## src/ods_pkg.sv

```systemverilog
// Constants for the octal converter serial load block
package ods_pkg;

	// Serial word layout
	localparam int WORD_BITS     = 16;
	localparam int CODE_BITS     = 12;
	localparam int CHAN_COUNT    = 8;
	localparam int SEL_BITS      = 3;
	localparam int CODE_MSB_POS  = 15;
	localparam int CODE_LSB_POS  = 4;
	localparam int ADDR_BIT_POS  = 3;
	localparam int SEL_MSB_POS   = 2;
	localparam int PEND_BITS     = SEL_BITS + CODE_BITS;
	localparam logic [4:0] LAST_BIT_CNT = 5'h0f;
	localparam logic [4:0] FULL_CNT     = 5'h10;

	// Word buffer between capture and input latches
	localparam int FIFO_DEPTH = 8;
	localparam int FIFO_LVL_W = 4;

	// Pin synchroniser lanes
	localparam int SYNC_W    = 6;
	localparam int SYNC_SCLK = 0;
	localparam int SYNC_FS   = 1;
	localparam int SYNC_SDI  = 2;
	localparam int SYNC_ADDR = 3;
	localparam int SYNC_LOAD = 4;
	localparam int SYNC_CLR  = 5;

	// Register byte addresses
	localparam logic [7:0] REG_CTRL     = 8'h00;
	localparam logic [7:0] REG_STATUS   = 8'h04;
	localparam logic [7:0] REG_ACCEPTED = 8'h08;
	localparam logic [7:0] REG_DISCARD  = 8'h0c;
	localparam logic [7:0] REG_IN_BASE  = 8'h20;
	localparam logic [7:0] REG_OUT_BASE = 8'h40;

	// Register fields
	localparam int CTRL_HOLD_POS     = 0;
	localparam int STAT_FRAME_POS    = 0;
	localparam int STAT_OVERRUN_POS  = 1;
	localparam int STAT_PEND_POS     = 2;
	localparam int STAT_LEVEL_LSB    = 4;

	// Values after reset
	localparam logic        HOLD_RESET  = 1'b0;
	localparam logic [11:0] CODE_RESET  = 12'h000;
	localparam logic [15:0] CNT_RESET   = 16'h0000;
	localparam logic [31:0] DATA_RESET  = 32'h0000_0000;

endpackage

```

## src/ods_serial_load.sv

```systemverilog
// Serial load logic of an eight channel 12-bit converter
// How it works
// - Sample data on each serial clock fall
// - Shift only while frame sync held low
// - Sixteenth fall loads addressed input latch; here via the word buffer, held while CTRL hold is set, dropped on overrun
// - Sixteen bits, code MSB arrives first
// - Code, address bit, three select bits follow
// - Address mismatch discards word, no latch load
// - Mismatched words still pass out serially
// - Serial output presents shift register output
// - Load strobe copies all input latches
// - Clear strobe zeroes all output latches
// - After sixteen bits, wait for frame fall
// - Output changes on following serial clock rise
// - Select value 0 to 7 picks channel
// - Clear leaves input latches untouched
//
// Chosen here: the register addresses and register access over Avalon-MM.
`timescale 1ns/1ns
module ods_serial_load
	import ods_pkg::*;
(
	// Clock and reset
	input  wire logic          sys_clk,
	input  wire logic          reset_n,
	// Serial link pins
	input  wire logic          frame_sync_n,
	input  wire logic          serial_clock_in,
	input  wire logic          serial_data_in,
	output logic               serial_data_out,
	// Strap and strobes
	input  wire logic          device_address_pin,
	input  wire logic          load_all_n,
	input  wire logic          clear_outputs_n,
	// Output latch codes, channel 0 in the low bits
	output logic [95:0]        dac_codes,
	// Avalon-MM slave
	input  wire logic [7:0]    avs_address,
	input  wire logic          avs_read,
	input  wire logic          avs_write,
	input  wire logic [31:0]   avs_writedata,
	output logic [31:0]        avs_readdata,
	output logic               avs_waitrequest
);

	typedef struct packed {
		logic [SYNC_W-1:0]                       meta;
		logic [SYNC_W-1:0]                       sync;
		logic                                    sclk_prev;
		logic                                    fs_prev;
		logic [WORD_BITS-1:0]                    shift;
		logic [4:0]                              bit_cnt;
		logic                                    sdo;
		logic                                    pend_v;
		logic [PEND_BITS-1:0]                    pend;
		logic [CHAN_COUNT-1:0][CODE_BITS-1:0]    in_lat;
		logic [CHAN_COUNT-1:0][CODE_BITS-1:0]    out_lat;
		logic                                    hold;
		logic                                    overrun;
		logic [15:0]                             acc_cnt;
		logic [15:0]                             disc_cnt;
		logic                                    ack;
		logic [31:0]                             rdata;
	} ods_state_t;

	localparam ods_state_t STATE_RESET = '{
		meta:      '1,
		sync:      '1,
		sclk_prev: 1'b1,
		fs_prev:   1'b1,
		shift:     '0,
		bit_cnt:   FULL_CNT,
		sdo:       1'b0,
		pend_v:    1'b0,
		pend:      '0,
		in_lat:    {CHAN_COUNT{CODE_RESET}},
		out_lat:   {CHAN_COUNT{CODE_RESET}},
		hold:      HOLD_RESET,
		overrun:   1'b0,
		acc_cnt:   CNT_RESET,
		disc_cnt:  CNT_RESET,
		ack:       1'b0,
		rdata:     DATA_RESET
	};

	// Saturating event counter step
	function automatic logic [15:0] bump(input logic [15:0] cnt);
		bump = (cnt == 16'hffff) ? cnt : cnt + 16'h0001;
	endfunction

	// Register word index inside a block of eight
	function automatic logic [2:0] lane(input logic [7:0] addr);
		lane = addr[4:2];
	endfunction

	ods_state_t              s_q;
	ods_state_t              s_d;

	// Buffer between capture and the input latches
	logic                    fifo_in_ready;
	logic                    fifo_out_valid;
	logic                    fifo_out_ready;
	logic [PEND_BITS-1:0]    fifo_out_data;
	logic [FIFO_LVL_W-1:0]   fifo_level;

	// Synchronised pin levels and edges
	logic                    sclk_s;
	logic                    fs_s;
	logic                    sdi_s;
	logic                    addr_s;
	logic                    load_s;
	logic                    clr_s;
	logic                    sclk_fall;
	logic                    sclk_rise;
	logic                    fs_fall;
	logic                    bus_req;
	logic                    bus_wr;
	logic                    push;

	assign sclk_s    = s_q.sync[SYNC_SCLK];
	assign fs_s      = s_q.sync[SYNC_FS];
	assign sdi_s     = s_q.sync[SYNC_SDI];
	assign addr_s    = s_q.sync[SYNC_ADDR];
	assign load_s    = s_q.sync[SYNC_LOAD];
	assign clr_s     = s_q.sync[SYNC_CLR];
	assign sclk_fall = s_q.sclk_prev & ~sclk_s;
	assign sclk_rise = ~s_q.sclk_prev & sclk_s;
	assign fs_fall   = s_q.fs_prev & ~fs_s;

	assign bus_req         = avs_read | avs_write;
	assign bus_wr          = avs_write & s_q.ack;
	assign avs_waitrequest = bus_req & ~s_q.ack;
	assign avs_readdata    = s_q.rdata;
	assign serial_data_out = s_q.sdo;
	assign dac_codes       = s_q.out_lat;
	assign push            = s_q.pend_v & fifo_in_ready;
	assign fifo_out_ready  = ~s_q.hold;

	ods_fifo #(
		.WIDTH (PEND_BITS),
		.DEPTH (FIFO_DEPTH)
	) u_fifo (
		.sys_clk   (sys_clk),
		.reset_n   (reset_n),
		.in_valid  (s_q.pend_v),
		.in_ready  (fifo_in_ready),
		.in_data   (s_q.pend),
		.out_valid (fifo_out_valid),
		.out_ready (fifo_out_ready),
		.out_data  (fifo_out_data),
		.level     (fifo_level)
	);

	always_comb
	begin
		logic [4:0]           cnt;
		logic [WORD_BITS-1:0] word;
		logic [2:0]           sel;
		s_d  = s_q;
		cnt  = s_q.bit_cnt;
		word = '0;
		sel  = '0;

		// Pins pass two flip-flops before use
		s_d.meta      = {clear_outputs_n, load_all_n, device_address_pin,
		                 serial_data_in, frame_sync_n, serial_clock_in};
		s_d.sync      = s_q.meta;
		s_d.sclk_prev = sclk_s;
		s_d.fs_prev   = fs_s;

		// One wait state, then the answer
		s_d.ack = bus_req & ~s_q.ack;

		// Register writes
		if (bus_wr)
		begin
			case (avs_address)
				REG_CTRL:
					s_d.hold = avs_writedata[CTRL_HOLD_POS];
				REG_STATUS:
					if (avs_writedata[STAT_OVERRUN_POS])
						s_d.overrun = 1'b0;
				default:
					s_d.hold = s_q.hold;
			endcase
		end

		// Pending word moves into the buffer
		if (push)
			s_d.pend_v = 1'b0;

		// Frame fall rearms the shifter
		if (fs_fall)
			cnt = '0;

		// Serial capture
		if (sclk_fall && !fs_s && cnt != FULL_CNT)
		begin
			word        = {s_q.shift[WORD_BITS-2:0], sdi_s};
			s_d.shift   = word;
			s_d.bit_cnt = cnt + 5'h01;
			if (cnt == LAST_BIT_CNT)
			begin
				if (word[ADDR_BIT_POS] == addr_s)
				begin
					if (s_d.pend_v)
						s_d.overrun = 1'b1;
					else
					begin
						s_d.pend   = {word[SEL_MSB_POS:0], word[CODE_MSB_POS:CODE_LSB_POS]};
						s_d.pend_v = 1'b1;
					end
					s_d.acc_cnt = bump(s_q.acc_cnt);
				end
				else
					s_d.disc_cnt = bump(s_q.disc_cnt);
			end
		end
		else
			s_d.bit_cnt = cnt;

		// Shifted data leaves on the rise whether accepted or not
		if (sclk_rise)
			s_d.sdo = s_q.shift[WORD_BITS-1];

		// Buffered word lands in its input latch
		if (fifo_out_valid && fifo_out_ready)
		begin
			sel                = fifo_out_data[PEND_BITS-1:CODE_BITS];
			s_d.in_lat[sel]    = fifo_out_data[CODE_BITS-1:0];
		end

		// Output latch strobes
		if (!clr_s)
			s_d.out_lat = {CHAN_COUNT{CODE_RESET}};
		else if (!load_s)
			s_d.out_lat = s_q.in_lat;

		// Read data for the answering cycle
		s_d.rdata = DATA_RESET;
		if (avs_read && !s_q.ack)
		begin
			if (avs_address == REG_CTRL)
				s_d.rdata[CTRL_HOLD_POS] = s_q.hold;
			else if (avs_address == REG_STATUS)
			begin
				s_d.rdata[STAT_FRAME_POS]                         = ~fs_s;
				s_d.rdata[STAT_OVERRUN_POS]                       = s_q.overrun;
				s_d.rdata[STAT_PEND_POS]                          = s_q.pend_v;
				s_d.rdata[STAT_LEVEL_LSB+FIFO_LVL_W-1:STAT_LEVEL_LSB] = fifo_level;
			end
			else if (avs_address == REG_ACCEPTED)
				s_d.rdata[15:0] = s_q.acc_cnt;
			else if (avs_address == REG_DISCARD)
				s_d.rdata[15:0] = s_q.disc_cnt;
			else if (avs_address[7:5] == REG_IN_BASE[7:5] && avs_address[1:0] == 2'h0)
				s_d.rdata[CODE_BITS-1:0] = s_q.in_lat[lane(avs_address)];
			else if (avs_address[7:5] == REG_OUT_BASE[7:5] && avs_address[1:0] == 2'h0)
				s_d.rdata[CODE_BITS-1:0] = s_q.out_lat[lane(avs_address)];
		end
	end

	always_ff @(posedge sys_clk or negedge reset_n)
	begin
		if (!reset_n)
			s_q <= STATE_RESET;
		else
			s_q <= s_d;
	end

endmodule

```

## src/ods_fifo.sv

```systemverilog
// Word buffer with valid and ready on both sides
`timescale 1ns/1ns
module ods_fifo
	import ods_pkg::*;
#(
	parameter int WIDTH = PEND_BITS,
	parameter int DEPTH = FIFO_DEPTH
)
(
	// Clock and reset
	input  wire logic               sys_clk,
	input  wire logic               reset_n,
	// Filling side
	input  wire logic               in_valid,
	output logic                    in_ready,
	input  wire logic [WIDTH-1:0]   in_data,
	// Draining side
	output logic                    out_valid,
	input  wire logic               out_ready,
	output logic [WIDTH-1:0]        out_data,
	// Fill level
	output logic [FIFO_LVL_W-1:0]   level
);

	typedef struct packed {
		logic [DEPTH-1:0][WIDTH-1:0] mem;
		logic [2:0]                  wr_ptr;
		logic [2:0]                  rd_ptr;
		logic [FIFO_LVL_W-1:0]       count;
	} ods_fifo_state_t;

	ods_fifo_state_t s_q;
	ods_fifo_state_t s_d;
	logic            push;
	logic            pop;

	// Honest full and empty from the count
	assign in_ready  = (s_q.count != FIFO_LVL_W'(DEPTH));
	assign out_valid = (s_q.count != '0);
	assign out_data  = s_q.mem[s_q.rd_ptr];
	assign level     = s_q.count;
	assign push      = in_valid & in_ready;
	assign pop       = out_valid & out_ready;

	always_comb
	begin
		s_d = s_q;
		if (push)
		begin
			s_d.mem[s_q.wr_ptr] = in_data;
			s_d.wr_ptr          = s_q.wr_ptr + 3'h1;
		end
		if (pop)
			s_d.rd_ptr = s_q.rd_ptr + 3'h1;
		if (push && !pop)
			s_d.count = s_q.count + 4'h1;
		else if (pop && !push)
			s_d.count = s_q.count - 4'h1;
	end

	always_ff @(posedge sys_clk or negedge reset_n)
	begin
		if (!reset_n)
			s_q <= '0;
		else
			s_q <= s_d;
	end

endmodule

```

## config.mk

```make
export PLATFORM = sky130hd
export DESIGN_NAME = ods_serial_load
export DESIGN_NICKNAME = d
export VERILOG_FILES = /design/src/ods_pkg.sv /design/src/ods_serial_load.sv /design/src/ods_fifo.sv
export SDC_FILE = /design/constraint.sdc
export NUM_CORES = 1
export LEC_CHECK = 0
export BUFFER_PORTS_ARGS = -buffer_cell sky130_fd_sc_hd__buf_2
export CAP_MARGIN = 30
export CORE_MARGIN = 3
export CORE_UTILIZATION = 35
export DETAILED_ROUTE_END_ITERATION = 8
export PLACE_DENSITY = 0.58
export SYNTH_ARGS = -nofsm -noshare
export SYNTH_HDL_FRONTEND = slang
export SYNTH_SLANG_ARGS = --single-unit
```

## constraint.sdc

```tcl
create_clock -name sys_clk -period 3 [get_ports sys_clk]
set_input_delay 0.15 -clock sys_clk [delete_from_list [all_inputs] [get_ports sys_clk]]
set_output_delay 0.15 -clock sys_clk [all_outputs]
set_load 0.005 [all_outputs]
```

=== Yosys cells after proc, flatten, opt, wreduce, memory -nomap -nowiden ===
Cells that the tools add are included.
Widths: inputs -> output; s select.

* Bits in registers: 425
* Input bits: 50
* Output and inout port bits: 130
* Logic and storage cells: 151

* Add/sub/neg operators: 7
* Magnitude comparators: 6
* Equal/unequal tests: 12
* Muxes and demuxes: 45
* Bitwise logic cells: 17
* Reductions and logical operators: 22

{| class="wikitable"
|+ Operators by type and width
! kind !! count
|-
| $mux 96 || 2
|-
| $mux 16 || 8
|-
| $bwmux 120 || 1
|-
| $bwmux 96 || 1
|-
| $bmux 12 s3 || 2
|-
| $mux 12 || 6
|-
| $mux 33 || 2
|-
| $mux 15 || 4
|-
| $bmux 15 s3 || 1
|-
| $demux 15 s3 || 1
|-
| $demux 12 s3 || 1
|-
| $add 16x1->16 const B || 2
|-
| $eq 16x16->1 const B || 2
|-
| $mux 17 || 1
|-
| $eq 8x4->1 const B || 2
|-
| $lt 3x4->1 const B || 4
|-
| $mux 4 || 4
|-
| $reduce_and 4->1 || 3
|-
| $logic_and 1x1->1 || 10
|-
| $mux 5 || 2
|-
| $not 1->1 || 9
|-
| $eq 8x3->1 const B || 1
|-
| $logic_not 8->1 || 1
|-
| $mux 8 || 1
|-
| 21 further kinds || 38
|}

=== Logic depth before layout (Yosys ltp) ===
Gate-level depths: netlist (run 1).

* Depth in word-level cells: 9
* Depth in mapped cells: 13
* Gate-level depth less buffers: 11

=== Modules after synthesis ===
Synthesis (run 1) repeated with hierarchy kept, for this count alone.

* Cell total of the unflattened synthesis: 1,530
* Area, all modules: 20,756.2 um^2

{| class="wikitable"
|+ Modules (own cells, without submodules)
! module !! times used !! cells an instance !! area an instance (um^2) !! seq. area each (um^2)
|-
| ods_serial_load || 1 || 1,159 || 14,632.8 || 7,400.8
|-
| ods_fifo || 1 || 371 || 6,123.4 || 3,253.1
|}

=== Worst setup path after synthesis (run 1) ===
OpenSTA, ideal clock, no wires.

* Path kind: flip-flop to flip-flop
* Start point: reg s_q, in the netlist fs_s
* End point: reg s_q[263] (netlist bit)
* Library setup time: 0.125 ns
* Data arrival time: 2.355 ns
* Required time: 2.875 ns
* Setup slack: 0.521 ns
* Stages on the path, launching flop included: 14
* Buffers on the path: 3
* Period minus slack after synthesis: 2.479 ns
* Cell sequence: dfstp_2 -> nand2b_2 -> nand2_1 -> inv_1 -> ha_1 -> nand2_1 -> nor2_1 -> ha_1 -> and4_1 -> buf_2 -> and2_1 -> buf_2 -> buf_4 -> mux2_2

* Cells in the longest elaborated chain, start to end: 6
* Elaborated cells between the ends (all ways): 9
* Classes of those cells: 2 x eq/ne; 1 x mux; 2 x bitwise; 4 x reduce/logical

{| class="wikitable"
|+ Ends and longest elaborated chain
! what !! line !! text
|-
| start, declared || ods_serial_load.sv:96 || <nowiki>ods_state_t s_q;</nowiki>
|-
| start signal, assigned || ods_serial_load.sv:266 || <nowiki>s_q <= STATE_RESET;</nowiki>
|-
| start signal, assigned || ods_serial_load.sv:268 || <nowiki>s_q <= s_d;</nowiki>
|-
| $not 1->1 || ods_serial_load.sv:128 || <nowiki>assign fs_fall = s_q.fs_prev & ~fs_s;</nowiki>
|-
| $and 1x1->1 || ods_serial_load.sv:128 ||
|-
| $mux 5 || ods_serial_load.sv:193 || <nowiki>if (fs_fall)</nowiki>
|-
| $ne 5x5->1 || ods_serial_load.sv:197 || <nowiki>if (sclk_fall && !fs_s && cnt != FULL_CNT)</nowiki>
|-
| $logic_and 1x1->1 || ods_serial_load.sv:197 ||
|-
| $reduce_and 4->1 (no source line) * || - ||
|}

Every way passes the cells marked *; elsewhere a longest branch is shown, timed or not.
A chain may end at the register's enable or synchronous reset.

=== Final worst setup path (run 1) ===
* Start point: reg s_q, in the netlist fs_s
* End point: reg s_q[46] (netlist bit)

The elaborated chain is that of the path after synthesis.

==> results of run 1 <==
## metrics by stage
| step | cell area [µm²] | cells | utilization (%) | total power [µW] |
|---|---|---|---|---|
| floorplan | 20980 | 1612 | - | 6304 |
| global placement | 21750 | 2355 | 36.79 | 6571 |
| detailed placement | 21750 | 2355 | 36.79 | 6582 |
| CTS | 23390 | 2449 | 39.56 | 12350 |
| global route | 23390 | 2449 | 39.56 | 12640 |
| finish | 23390 | 2449 | 39.56 | 12190 |
## power by group through the flow
stage / combinational (µW) / sequential, µW / clock (µW)
after floorplan: 358 / 5950 / 0
after global placement: 568 / 6000 / 0
after detailed placement: 578 / 6000 / 0
after CTS: 592 / 5900 / 5860
after global routing: 639 / 5910 / 6090
final: 577 / 5900 / 5710
## timing repair
item                      in CTS  in global routing
setup buffers                  0                  0
hold endpoints to repair     104                  0
gates resized for setup        0                  0
hold buffers                  11                  0
## worst min path at each step
stage	start	end	slack [ps]	cells past startpoint
after floorplan	reset_n	avs_readdata[0]$_DFF_PN0_	-150	0
after global placement	frame_sync_n	s_d[300]$_DFF_PN1_	260	1
after detailed placement	frame_sync_n	s_d[300]$_DFF_PN1_	260	1
after CTS	avs_read	avs_readdata[14]$_DFF_PN0_	80	3
after global routing	avs_read	avs_readdata[12]$_DFF_PN0_	110	3
final	avs_read	avs_readdata[13]$_DFF_PN0_	90	3
## worst reg2reg max path, stage by stage, from the launching register on
cell and delay [ps]:
sky130_fd_sc_hd__dfstp_2 550, sky130_fd_sc_hd__nand2b_2 190, sky130_fd_sc_hd__nand2_1 120, sky130_fd_sc_hd__inv_1 80, sky130_fd_sc_hd__ha_1 170, sky130_fd_sc_hd__nand2_1 60, sky130_fd_sc_hd__nor2_1 90, sky130_fd_sc_hd__ha_1 170
sky130_fd_sc_hd__nor2b_1 190, sky130_fd_sc_hd__o211ai_2 340, sky130_fd_sc_hd__nor4_1 450, sky130_fd_sc_hd__xor2_1 170
## synth_stat cells (3+ instances only)
cell type and count:
sky130_fd_sc_hd__mux4_2 51, sky130_fd_sc_hd__and3_1 18, sky130_fd_sc_hd__a22oi_1 21, sky130_fd_sc_hd__nor3_1 13, sky130_fd_sc_hd__xnor2_1 27, sky130_fd_sc_hd__buf_1 3, sky130_fd_sc_hd__xor2_1 15, sky130_fd_sc_hd__o221ai_1 8
sky130_fd_sc_hd__ha_1 10, sky130_fd_sc_hd__nor4_1 5, sky130_fd_sc_hd__buf_6 6, sky130_fd_sc_hd__o22ai_1 3, sky130_fd_sc_hd__nand4b_1 4, sky130_fd_sc_hd__nand2b_1 9, sky130_fd_sc_hd__mux2i_1 165, sky130_fd_sc_hd__dfstp_2 15
sky130_fd_sc_hd__buf_4 144, sky130_fd_sc_hd__clkbuf_1 28, sky130_fd_sc_hd__nand3_1 28, sky130_fd_sc_hd__and2_1 7, sky130_fd_sc_hd__mux2_2 267, sky130_fd_sc_hd__inv_1 8, sky130_fd_sc_hd__o21ai_0 18, sky130_fd_sc_hd__dfrtp_1 410
sky130_fd_sc_hd__nand2_1 55, sky130_fd_sc_hd__a21o_1 3, sky130_fd_sc_hd__o21ai_1 3, sky130_fd_sc_hd__nor3_2 4, sky130_fd_sc_hd__nand4_1 21, sky130_fd_sc_hd__nor2b_1 108, sky130_fd_sc_hd__nor2_1 24, sky130_fd_sc_hd__buf_2 37
sky130_fd_sc_hd__a21oi_1 18
## cells by family after synthesis
| family | count (synthesis) | synth area share, % |
|---|---|---|
| and+or+nand+nor | 311 | 8.484 |
| adders and majority gates | 11 | 0.6935 |
| muxes | 485 | 27.87 |
| buffers and inverters | 227 | 7.091 |
| other | 1 | 0.01792 |
| xor gates and xnor gates | 42 | 1.758 |
| DFF | 425 | 50.91 |
| AOI/OAI and AO/OA | 95 | 3.175 |
## area by class of cell
class / count / area, µm² / area share (%)
clock inverter: 11 / 127.6 / 0.5456
sequential: 425 / 10660 / 45.59
inverter: 9 / 33.78 / 0.1444
multi-input combinational: 960 / 8846 / 37.82
tap: 773 / 967.2 / 4.135
clock buffer: 72 / 1401 / 5.991
timing repair buffer: 199 / 1351 / 5.777
## state kept, by name (all words and copies together) (netlist names)
register and cells:
serial_data_out 1, clr_s 1, dac_codes 96, s_d 7, fs_s 1, s_q 171
u_fifo.level 4, u_fifo.s_q 126, avs_readdata 16, load_s 1, addr_s 1
## routing by layer
layer  track usage, %  vias to the layer above  share of wire [%]  wire length (µm)
li1                 -                     5669                  -                 -
met1            23.32                     6594                 46             24280
met4            5.301                        0                2.6              1366
met5                0                        -                  0                 0
met2            27.08                      255                 47             24690
met3            2.741                       59                3.9              2050
==> results, run 1 <==
- The flow ran to the end, and the final reports show no timing, DRC or antenna violations.
- Summed over all instances, the cell type with the most area after synthesis is sky130_fd_sc_hd__dfrtp_1.
- The sum of net half-perimeters after detailed placement is 36,250 µm.
- Measured against its own limit, the worst slew margin works out to 41.17%.
- Of the total power, combinational logic draws 4.7%.
- The layout filler cell count is ~5,600.
- In this run the critical register-to-register path is launched from fs_s$_DFF_PN1_.
- The total stage count of the critical path is 11.
- The overflow left after global routing is 0.
- At the end of routability-driven placement, the weighted congestion stood at approximately 0.83.
- The post-route fraction of the period consumed by the critical path is between 80% and 90%.
- The fmax is ~380 MHz.
- The worst setup path is captured at a flop.
- Traced cell by cell, the critical path runs through nand2b_2, nand2_1, inv_1, ha_1, nand2_1, nor2_1, ha_1, nor2b_1, o211ai_2, nor4_1, xor2_1.
- Summed over all cells, the static leakage comes to approximately 0.011 µW.
- The worst hold-check slack is 94.11 ps.
- The async set-or-reset flop fraction in the synthesized netlist is 100.0%.
- The clock tree from TritonCTS is built.
- The number of CTS-inserted buffers is 47.
- The worst path in the final design needs a cycle of approximately 2700 ps, including I/O delays and setup.
- The most critical setup path has its endpoint at s_q[46]$_DFFE_PN0P_.
- The launch point of the critical path is fs_s$_DFF_PN1_.
- Max-cap violations in this run came to 0.
- In the final routed layout, each cell accounts on average for approximately 21 µm.
- The tree built by TritonCTS fans out to ~430 sinks.
- Of the cells placed in the final design, the portion with a size suffix greater than 1 is 36.28%.
- The detailed router finished its first iteration with 689 violations.
- The number of buffer and inverter stages on the critical path is 1.
- The top-level port count is between 150 and 200.
- Setup violations remaining at the end of the flow were counted as 0.
- The delay of the slowest critical-path stage is between 500 and 600 ps.
- At the placement stage, the worst setup path has a slack of approximately 340 ps.
- In the final timing run, aggregate negative setup slack is 0 ps.
- For this run, the post-layout net count is 1,703.
- Counting flops with a built-in enable in the synthesized netlist gives 0.
- The design internal power is between 9000 and 10,000 µW.
- The vertical extent of the die is between 200 and 300 µm.
- In the post-synthesis netlist, the biggest area contributors are sky130_fd_sc_hd__dfrtp_1 (49%), sky130_fd_sc_hd__mux2_2 (14%), sky130_fd_sc_hd__mux2i_1 (7.9%).
- The count of vias placed by the detailed router is around 13,000.
- The setup slack on the worst flop-to-flop path is approximately 350 ps.
- The kind of cell adding the most delay to the critical path is simple AND/OR/NAND/NOR gates.
- Across the VDD grid, the largest voltage drop is around 360 µV.
- The number of vias per cell after detailed routing is 5.136.
- The power share of the clock group is ~47%.
- The initial core utilization is 35.39%.
- The mapped netlist covers about 21,000 µm².
- The path class of the lowest-slack min-delay path is in2reg.
- In this run the tool buffered the top-level ports with ~130 buffer cells.
- The number of hold violations in the final report is 0.
- The setup skew after layout is ~18 ps.
- The arrival time reported for the critical path endpoint is approximately 3200 ps.
- The total power divided by cell area is about 520 nW/µm².
- The post-detailed-route count of antenna-violating nets is 0.
- Measured in cells, the most critical reg-to-reg path has a length of 11.
- The via count of the first global-routing pass is between 10,000 and 15,000.
- The worst setup path is of the reg2reg kind.
- The total net switching power is roughly 2800 µW.
- The number of warnings printed during yosys synthesis is 0.
- The cell with the largest stage delay on the worst path is sky130_fd_sc_hd__dfstp_2.
- Net switching is between 20% and 30% of the power.
- The register area share after synthesis is between 50% and 60%.
- The actual transition at the worst max-transition pin is 882.5 ps.
- The number of storage elements in the synthesis netlist is ~430.
- In the post-route analysis, the smallest setup slack over all paths is 348.4 ps.
- Setup repair after global routing left no endpoint under its margin.
- The number of remaining DRC errors is 0.
- The worst register-to-register path ends at s_q[46]$_DFFE_PN0P_.
- The master cell of the clock root buffer is sky130_fd_sc_hd__clkbuf_16.
- The H-tree depth is 2.
- The final-report max-slew violation count is 0.
- The first global-routing pass estimated a little over 80,000 µm of wire.
- The share of Yosys cell area claimed by the top area cell type is approximately half.
- The critical path launch point type is a flop.
- In this run the core area contains 89 standard-cell rows.
- The mean cell area of the mapped netlist is approximately 13 µm².
- After clock tree synthesis, the clock-pin slew on the worst setup and hold paths is roughly 60 ps.
- The netlist uses 66 different library cells.
- The most common library cell in the layout ignoring fill and taps is sky130_fd_sc_hd__dfrtp_1.
- The die area is around 63,000 µm².
- The number of detailed-route iterations in the first pass is 4.
- Across every metal layer, demand over resource in global routing totals between 15 and 20%.
- The largest net degree at the start of global routing is 106.
- The data required time of the critical path is between 3000 and 4000 ps.
- The library cells used most frequently in the layout, excluding fill and tap cells, are sky130_fd_sc_hd__dfrtp_1 (408), sky130_fd_sc_hd__mux2_2 (267), sky130_fd_sc_hd__mux2i_1 (165).
- In this run the worst path has a maximum fanout of 16.
- The repair_antennas step left the layout with diodes totalling 0.
- Relative to the synthesized area, the layout overhead comes to 11.77%.
- The area inside the core boundary is about 59,000 µm².
- The most used flip-flop cell after synthesis is sky130_fd_sc_hd__dfrtp_1.
- The share of total power dissipated in sequential elements is around half.
- At the later pin of the worst-skew pair, clock insertion delay measures around 580 ps.
- The x dimension of the die is ~250 µm.
- The clock passes through at most 3 buffers.
- Synthesis handed over a netlist of about 1,600 instances.
- For this block, the routed nets add up to approximately 52,000 µm of wire.
- The number of antenna violations at the first check in global routing is 0.
Note: power is estimated with default switching activity, not from simulation.
==> run 2: changes to the inputs <==
--- a/config.mk
+++ b/config.mk
@@ -11,6 +11,7 @@
 export CORE_UTILIZATION = 35
 export DETAILED_ROUTE_END_ITERATION = 8
 export PLACE_DENSITY = 0.58
+export RECOVER_POWER = 25
 export SYNTH_ARGS = -nofsm -noshare
 export SYNTH_HDL_FRONTEND = slang
 export SYNTH_SLANG_ARGS = --single-unit
==> results, run 2 (synthesis results as in run 1) <==
- The flow ran to the end, and the final reports show no timing, DRC or antenna violations.
- The post-detailed-route count of antenna-violating nets is 0 (unchanged).
- The master cell of the clock root buffer is sky130_fd_sc_hd__clkbuf_16.
- The x dimension of the die was 250.5 µm (unchanged).
- The number of standard-cell rows in the floorplan came to 89 (unchanged).
- The routed length per placed instance is 21.41 µm (about the same).
- The initial core utilization is 35.39% (unchanged).
- The routability congestion estimate is 0.8278 (unchanged).
- The final critical-path required period is 2658 ps (+6.079 ps).
- The number of vias per cell after detailed routing is 5.154 (+0.37%).
- The growth of design area from synthesis to finish is 11.52%.
- The final-report max-slew violation count is 0 (unchanged).
- The pre-CTS worst setup slack was 341.1 ps (unchanged).
- The number of setup violations in the final report is 0 (unchanged).
- The number of buffers added to fix hold violations after cts was 11 (unchanged).
- The die area was 62,760 µm² (unchanged).
- The count of vias placed by the detailed router was 12,623 (+0.37%).
- The sum of net half-perimeters after detailed placement is 36,250 µm (unchanged).
- The total power divided by cell area came to 521.8 nW/µm² (+0.17%).
- The wire length of the first global-routing pass is 81,940 µm (unchanged).
- The overflow left after global routing is 0 (unchanged).
- The critical path is of the reg2reg type.
- The H-tree depth is 2 (unchanged).
- The number of remaining DRC errors is 0 (unchanged).
- The worst setup path is captured at a flop.
- Setup repair after global routing left no endpoint under its margin.
- The number of hold violations in the final report is 0 (unchanged).
- The area inside the core boundary is 59,130 µm² (unchanged).
- The leakage power figure is 0.01128 µW (-0.26%).
- The post-layout worst setup margin is 342.3 ps (-6.079 ps).
- The largest net degree at the start of global routing was 106 (unchanged).
- The post-route fraction of the period consumed by the critical path is 88.59% (+0.20 points).
- The share of final-layout standard cells stronger than drive strength 1 is 35.80% (-0.48 points).
- The arrival time reported for the critical path endpoint is 3120 ps (-40 ps).
- The count of buffers inserted at the top-level ports was 133 (unchanged).
- The top-level port count was 180 (unchanged).
- STA classifies the critical path startpoint as a flop.
- The sum of internal, switching and leakage power came to 12,180 µW (about the same).
- The via count of the first global-routing pass is 12,908 (unchanged).
- The number of placed instances, taps included is 2,355 (unchanged).
- The vertical extent of the die is 250.5 µm (unchanged).
- Leaving out fill and tap cells, the most frequent cell in the layout is sky130_fd_sc_hd__dfrtp_1.
- Leaving out fill and tap cells, the most frequent cells in the layout are sky130_fd_sc_hd__dfrtp_1 (408), sky130_fd_sc_hd__mux2_2 (267), sky130_fd_sc_hd__mux2i_1 (165).
- The max-cap check violation count is 0 (unchanged).
- TritonCTS built the clock tree.
- The number of antenna violations at the first check in global routing is 0 (unchanged).
- The fmax is 376.3 MHz (-0.23%).
- The register with the most flip-flops in the final layout is s_q.
- The setup skew after layout is 17.12 ps (-0.8538 ps).
- The clock-pin slew on the worst setup and hold paths came to 60 ps (about the same).
- The total area of multi-input combinational cells is 8846 µm² (unchanged).
- The maximum ir drop on the vdd rail came to 353.8 µV (-0.37%).
- The sum of negative setup slack is 0 ps (unchanged).
- The biggest fanout along the worst timing path is 9 (-7).
- The data required time of the critical path is 3460 ps (-50 ps).
- The post-CTS setup buffer count was 0 (unchanged).
- The post-route non-filler standard cell count is 2,449 (unchanged).
- The number of nets in the final layout came to 1,703 (unchanged).
- The layout filler cell count was 5,564 (+0.14%).
- The number of detailed-route iterations in the first pass is 4 (unchanged).
- The maximum number of buffers from clock root to sink is 3 (unchanged).
- The total number of clock tree sinks was 425 (unchanged).
- The relative slew slack is 4.667% (-37 points).
- The number of flip-flops in the largest register is 171 (unchanged).
- The tightest min-delay check is of the in2reg type.
- The clock network latency to the later pin of the worst-skew pair is 580 ps (about the same).
- The number of resized instances in the post-cts repair step is 0 (unchanged).
- The initial DRC count is 735 (+6.7%).
- The number of inserted diodes is 0 (unchanged).
- The actual transition at the worst max-transition pin is 1430 ps (+547.5 ps).
- The total global-route track usage is 16.82% (unchanged).
- The sequential cell area came to 10,660 µm² (unchanged).
- The number of CTS-inserted buffers is 47 (unchanged).
- The final wirelength was 52,430 µm (about the same).
## run 2: cell types whose count changed in the layout (fill, tap and decap cells not counted), sizes merged
cell	delta
clkbuf	+7
buf	-7
## run 2: power breakdown
part           switching, µW  internal [µW]  total [µW]
Combinational            346            222         568
Clock                   2330           3380        5710
Sequential              86.2           5810        5900
## run 2: area by class of cell
type,instances,share of cell area (%)
Multi-Input combinational cell,960,37.90
Sequential cell,425,45.69
Clock buffer,72,6.004
Inverter,9,0.1447
Clock inverter,11,0.5468
Timing Repair Buffer,199,5.565
Tap cell,773,4.144
## run 2: final timing paths
| check | slack, ps | endpoint | startpoint | cells after the start |
|---|---|---|---|---|
| worst min-delay path | 100 | avs_readdata[13]$_DFF_PN0_ | avs_read | 3 |
| worst max-delay path | 340 | u_fifo.level[3]$_DFFE_PN0P_ | u_fifo.level[1]$_DFFE_PN0P_ | 10 |
| worst min register to register | 350 | addr_s$_DFF_PN1_ | s_d[302]$_DFF_PN1_ | 0 |
| worst max register to register | 340 | u_fifo.level[3]$_DFFE_PN0P_ | u_fifo.level[1]$_DFFE_PN0P_ | 10 |
| min in group asynchronous | 210 | s_q[171]$_DFFE_PN0P_ | reset_n | 2 |
| max in group asynchronous | 860 | dac_codes[91]$_DFFE_PN0P_ | reset_n | 3 |
## run 2: routing by layer
| layer | vias up | GRT usage, % | share of wire, % |
|---|---|---|---|
| met1 | 6633 | 23.32 | 47 |
| met2 | 248 | 27.08 | 47 |
| met4 | 0 | 5.301 | 2.6 |
| li1 | 5682 | - | - |
| met5 | - | 0 | 0 |
| met3 | 60 | 2.741 | 3.7 |
## run 2: through the flow
stage	area (µm²)	util, %	hold WS [ps]
final	23340	39.47	98.70
after global routing	23340	39.47	112.5
after CTS	23390	39.56	84.28
after detailed placement	21750	36.79	257.3
after global placement	21750	36.79	258.2
after floorplan	20980	-	-145.6
## run 2: critical path, cell delays in order (launching register included)
cell and delay (ps):
sky130_fd_sc_hd__dfrtp_1 460, sky130_fd_sc_hd__nor3_2 100, sky130_fd_sc_hd__a21boi_1 610, sky130_fd_sc_hd__ha_1 310, sky130_fd_sc_hd__inv_1 100, sky130_fd_sc_hd__ha_1 280, sky130_fd_sc_hd__a21o_1 170, sky130_fd_sc_hd__a21oi_1 170
sky130_fd_sc_hd__xnor2_1 140, sky130_fd_sc_hd__nor2_1 70, sky130_fd_sc_hd__xnor2_1 130
==> run 3: changes to the inputs <==
--- a/config.mk
+++ b/config.mk
@@ -10,8 +10,10 @@
 export CORE_MARGIN = 3
 export CORE_UTILIZATION = 35
 export DETAILED_ROUTE_END_ITERATION = 8
+export MAX_ROUTING_LAYER = met4
 export PLACE_DENSITY = 0.58
-export RECOVER_POWER = 25
+export RECOVER_POWER = 100
+export SETUP_SLACK_MARGIN = 0.1
 export SYNTH_ARGS = -nofsm -noshare
 export SYNTH_HDL_FRONTEND = slang
 export SYNTH_SLANG_ARGS = --single-unit
==> results, run 3 (synthesis results as in run 1) <==
- The count of vias placed by the detailed router is 12,573 (-0.40%).
- The number of buffer and inverter stages on the critical path came to 2 (+1).
- The total global-route track usage is 17.33% (+0.51 points).
- The final-report max-slew violation count is 233 (+233).
- The max-cap check violation count is 4 (+4).
- The kind of cell adding the most delay to the critical path is buffers and inverters.
- The number of nets in the final layout was 1,703 (unchanged).
- The arrival time reported for the critical path endpoint was 3280 ps (+160 ps).
- The via count of the first global-routing pass is 12,913 (+0.039%).
- The worst reg2reg path startpoint is u_fifo.s_q[5]$_DFFE_PN0P_.
- The total routed wire length on the met1 layer is 24,120 µm (-1.2%).
- TritonCTS built the clock tree.
- The initial core utilization is 35.39% (unchanged).
- The number of hold violations in the final report was 0 (unchanged).
- The count of buffers inserted at the top-level ports came to 133 (unchanged).
- The sum of negative setup slack is 0 ps (unchanged).
- The highest layer used for signal routing is met4.
- The number of inserted diodes is 0 (unchanged).
- The category of the worst setup path capture point is a flop.
- The total stage count of the critical path is 7 (-3).
- The die area is 62,760 µm² (unchanged).
- The critical path starts at u_fifo.s_q[5]$_DFFE_PN0P_.
- The share of final-layout standard cells stronger than drive strength 1 is 29.77% (-6.0 points).
- The x dimension of the die was 250.5 µm (unchanged).
- The biggest fanout along the worst timing path is 17 (+8).
- The delay of the slowest critical-path stage is 550 ps (-60 ps).
- The master cell of the clock root buffer is sky130_fd_sc_hd__clkbuf_16.
- The critical path launch point type is a flop.
- The checks that failed: max-capacitance violations, max-slew violations.
- The flow ran to the end, but the final reports show violations.
- The post-CTS setup buffer count was 0 (unchanged).
- The total length of routed met2 wires was 24,750 µm (about the same).
- The largest net degree at the start of global routing was 106 (unchanged).
- The path class of the lowest-slack min-delay path is in2reg.
- Among all stages on the critical path, the largest delay is contributed by sky130_fd_sc_hd__dfrtp_2.
- The wire length on met3 is 2161 µm (+12%).
- The final wirelength is 52,400 µm (about the same).
- The clock-pin slew on the worst setup and hold paths is 60 ps (about the same).
- The setup skew after layout is 20.38 ps (+3.254 ps).
- The actual transition at the worst max-transition pin is 1670 ps (+240.2 ps).
- The initial DRC count is 741 (+0.82%).
- The worst hold path begins at avs_read.
- The final critical-path required period was 2822 ps (+164.1 ps).
- The number of standard-cell rows in the floorplan was 89 (unchanged).
- The maximum ir drop on the vdd rail came to 351.7 µV (-0.61%).
- The relative slew slack is -11.35% (-16 points).
- The area inside the core boundary is 59,130 µm² (unchanged).
- The number of setup violations in the final report is 0 (unchanged).
- The cell count of the worst hold path came to 3 (unchanged).
- The post-route fraction of the period consumed by the critical path came to 94.06% (+5.5 points).
- The number of vias per cell after detailed routing was 5.134 (-0.40%).
- The capture endpoint of the worst hold path is avs_readdata[13]$_DFF_PN0_.
- The number of CTS-inserted buffers came to 47 (unchanged).
- The routability congestion estimate was 0.8403 (+1.5%).
- The vertical extent of the die came to 250.5 µm (unchanged).
- The number of remaining DRC errors is 0 (unchanged).
- From synthesis to final layout, the design area changed by 10.18%.
- The sum of internal, switching and leakage power came to 12,170 µW (-0.11%).
- The setup slack on the worst flop-to-flop path was 180 ps (-160 ps).
- The total number of clock tree sinks is 425 (unchanged).
- Setup repair after global routing left no endpoint under its margin.
- The clock network latency to the later pin of the worst-skew pair came to 580 ps (about the same).
- The number of flip-flops in the largest register is 171 (unchanged).
- The wire length of the first global-routing pass is 82,010 µm (about the same).
- The worst register-to-register path ends at s_q[200]$_DFFE_PN0P_.
- The data required time of the critical path is 3450 ps (about the same).
- The number of detailed-route iterations in the first pass came to 5 (+1).
- The fmax is 354.4 MHz (-5.8%).
- The leakage power figure came to 0.01092 µW (-3.1%).
- The number of antenna violations at the first check in global routing is 0 (unchanged).
- The maximum number of buffers from clock root to sink is 3 (unchanged).
- The most common library cell in the layout ignoring fill and taps is sky130_fd_sc_hd__dfrtp_1.
- The worst setup path is of the reg2reg kind.
- The number of cells on the worst reg-to-reg path is 7 (-3).
- The top cell types in the final layout, fill and taps aside, are sky130_fd_sc_hd__dfrtp_1 (408), sky130_fd_sc_hd__mux2_2 (257), sky130_fd_sc_hd__mux2i_1 (165).
- The H-tree depth is 2 (unchanged).
- The post-detailed-route count of antenna-violating nets is 0 (unchanged).
- The total power divided by cell area came to 527.6 nW/µm² (+1.1%).
- The overflow left after global routing came to 0 (unchanged).
- The top-level port count is 180 (unchanged).
- The routed length per placed instance is 21.40 µm (about the same).
- The sum of net half-perimeters after detailed placement is 36,250 µm (unchanged).
- Walking the worst path, the cells encountered are buf_4, nand2b_1, o221ai_1, o21ai_1, nor3_1, clkbuf_2, mux2_2.
- More flip-flops sit in one register than any other, and that register is s_q.
## run 3: routing by layer
layer | GRT usage, % | vias to the layer above
met3 | 2.668 | 61
li1 | - | 5673
met2 | 27.11 | 247
met4 | 5.301 | 0
met1 | 23.35 | 6592
met5 | - | -
## run 3: power by group
part	leakage, µW	switching [µW]	internal, µW
clock network	0.000754	2320	3380
logic	0.00431	343	216
registers	0.00586	86.2	5810
## run 3: worst reg2reg max path: stages, from the launching register on
cell and delay (ps):
sky130_fd_sc_hd__dfrtp_2 550, sky130_fd_sc_hd__buf_4 250, sky130_fd_sc_hd__nand2b_1 190, sky130_fd_sc_hd__o221ai_1 190, sky130_fd_sc_hd__o21ai_1 160, sky130_fd_sc_hd__nor3_1 470
sky130_fd_sc_hd__clkbuf_2 500, sky130_fd_sc_hd__mux2_2 400
## run 3: metrics by stage
stage	setup WS, ps	hold slack, ps	cells	instance area [µm²]	util, %
floorplan	520.7	-145.6	1612	20980	-
global placement	360.2	258.2	2355	21750	36.79
detailed placement	341.1	257.3	2355	21750	36.79
CTS	341.6	84.28	2449	23390	39.56
global route	56.96	112.5	2449	23060	39.00
finish	178.2	99.21	2449	23060	39.00
## run 3: what timing repair did
action,in CTS,in global routing
hold buffers,11,0
resized for setup,0,1
endpoints found under the setup margin,0,1
hold endpoints to repair,104,0
## run 3: worst max path at each step
| stage | end | slack [ps] |
|---|---|---|
| 2_1_floorplan | s_q[263]$_DFFE_PN0P_ | 520 |
| 3_3_place_gp | u_fifo.level[3]$_DFFE_PN0P_ | 360 |
| 3_5_place_dp | s_q[192]$_DFFE_PN0P_ | 340 |
| 4_1_cts | s_q[196]$_DFFE_PN0P_ | 340 |
| 5_1_grt | u_fifo.s_q[73]$_DFFE_PN0P_ | 60 |
| 6_report | s_q[200]$_DFFE_PN0P_ | 180 |
## run 3: cell type report
| class | instances | area (µm²) |
|---|---|---|
| clock buffers | 72 | 1401 |
| clock inverters | 11 | 127.6 |
| fillers | 5628 | 36070 |
| inverters | 9 | 33.78 |
| multi-input cells | 960 | 8790 |
| flip-flops and latches | 425 | 10660 |
| well taps | 773 | 967.2 |
| repair buffers | 199 | 1079 |
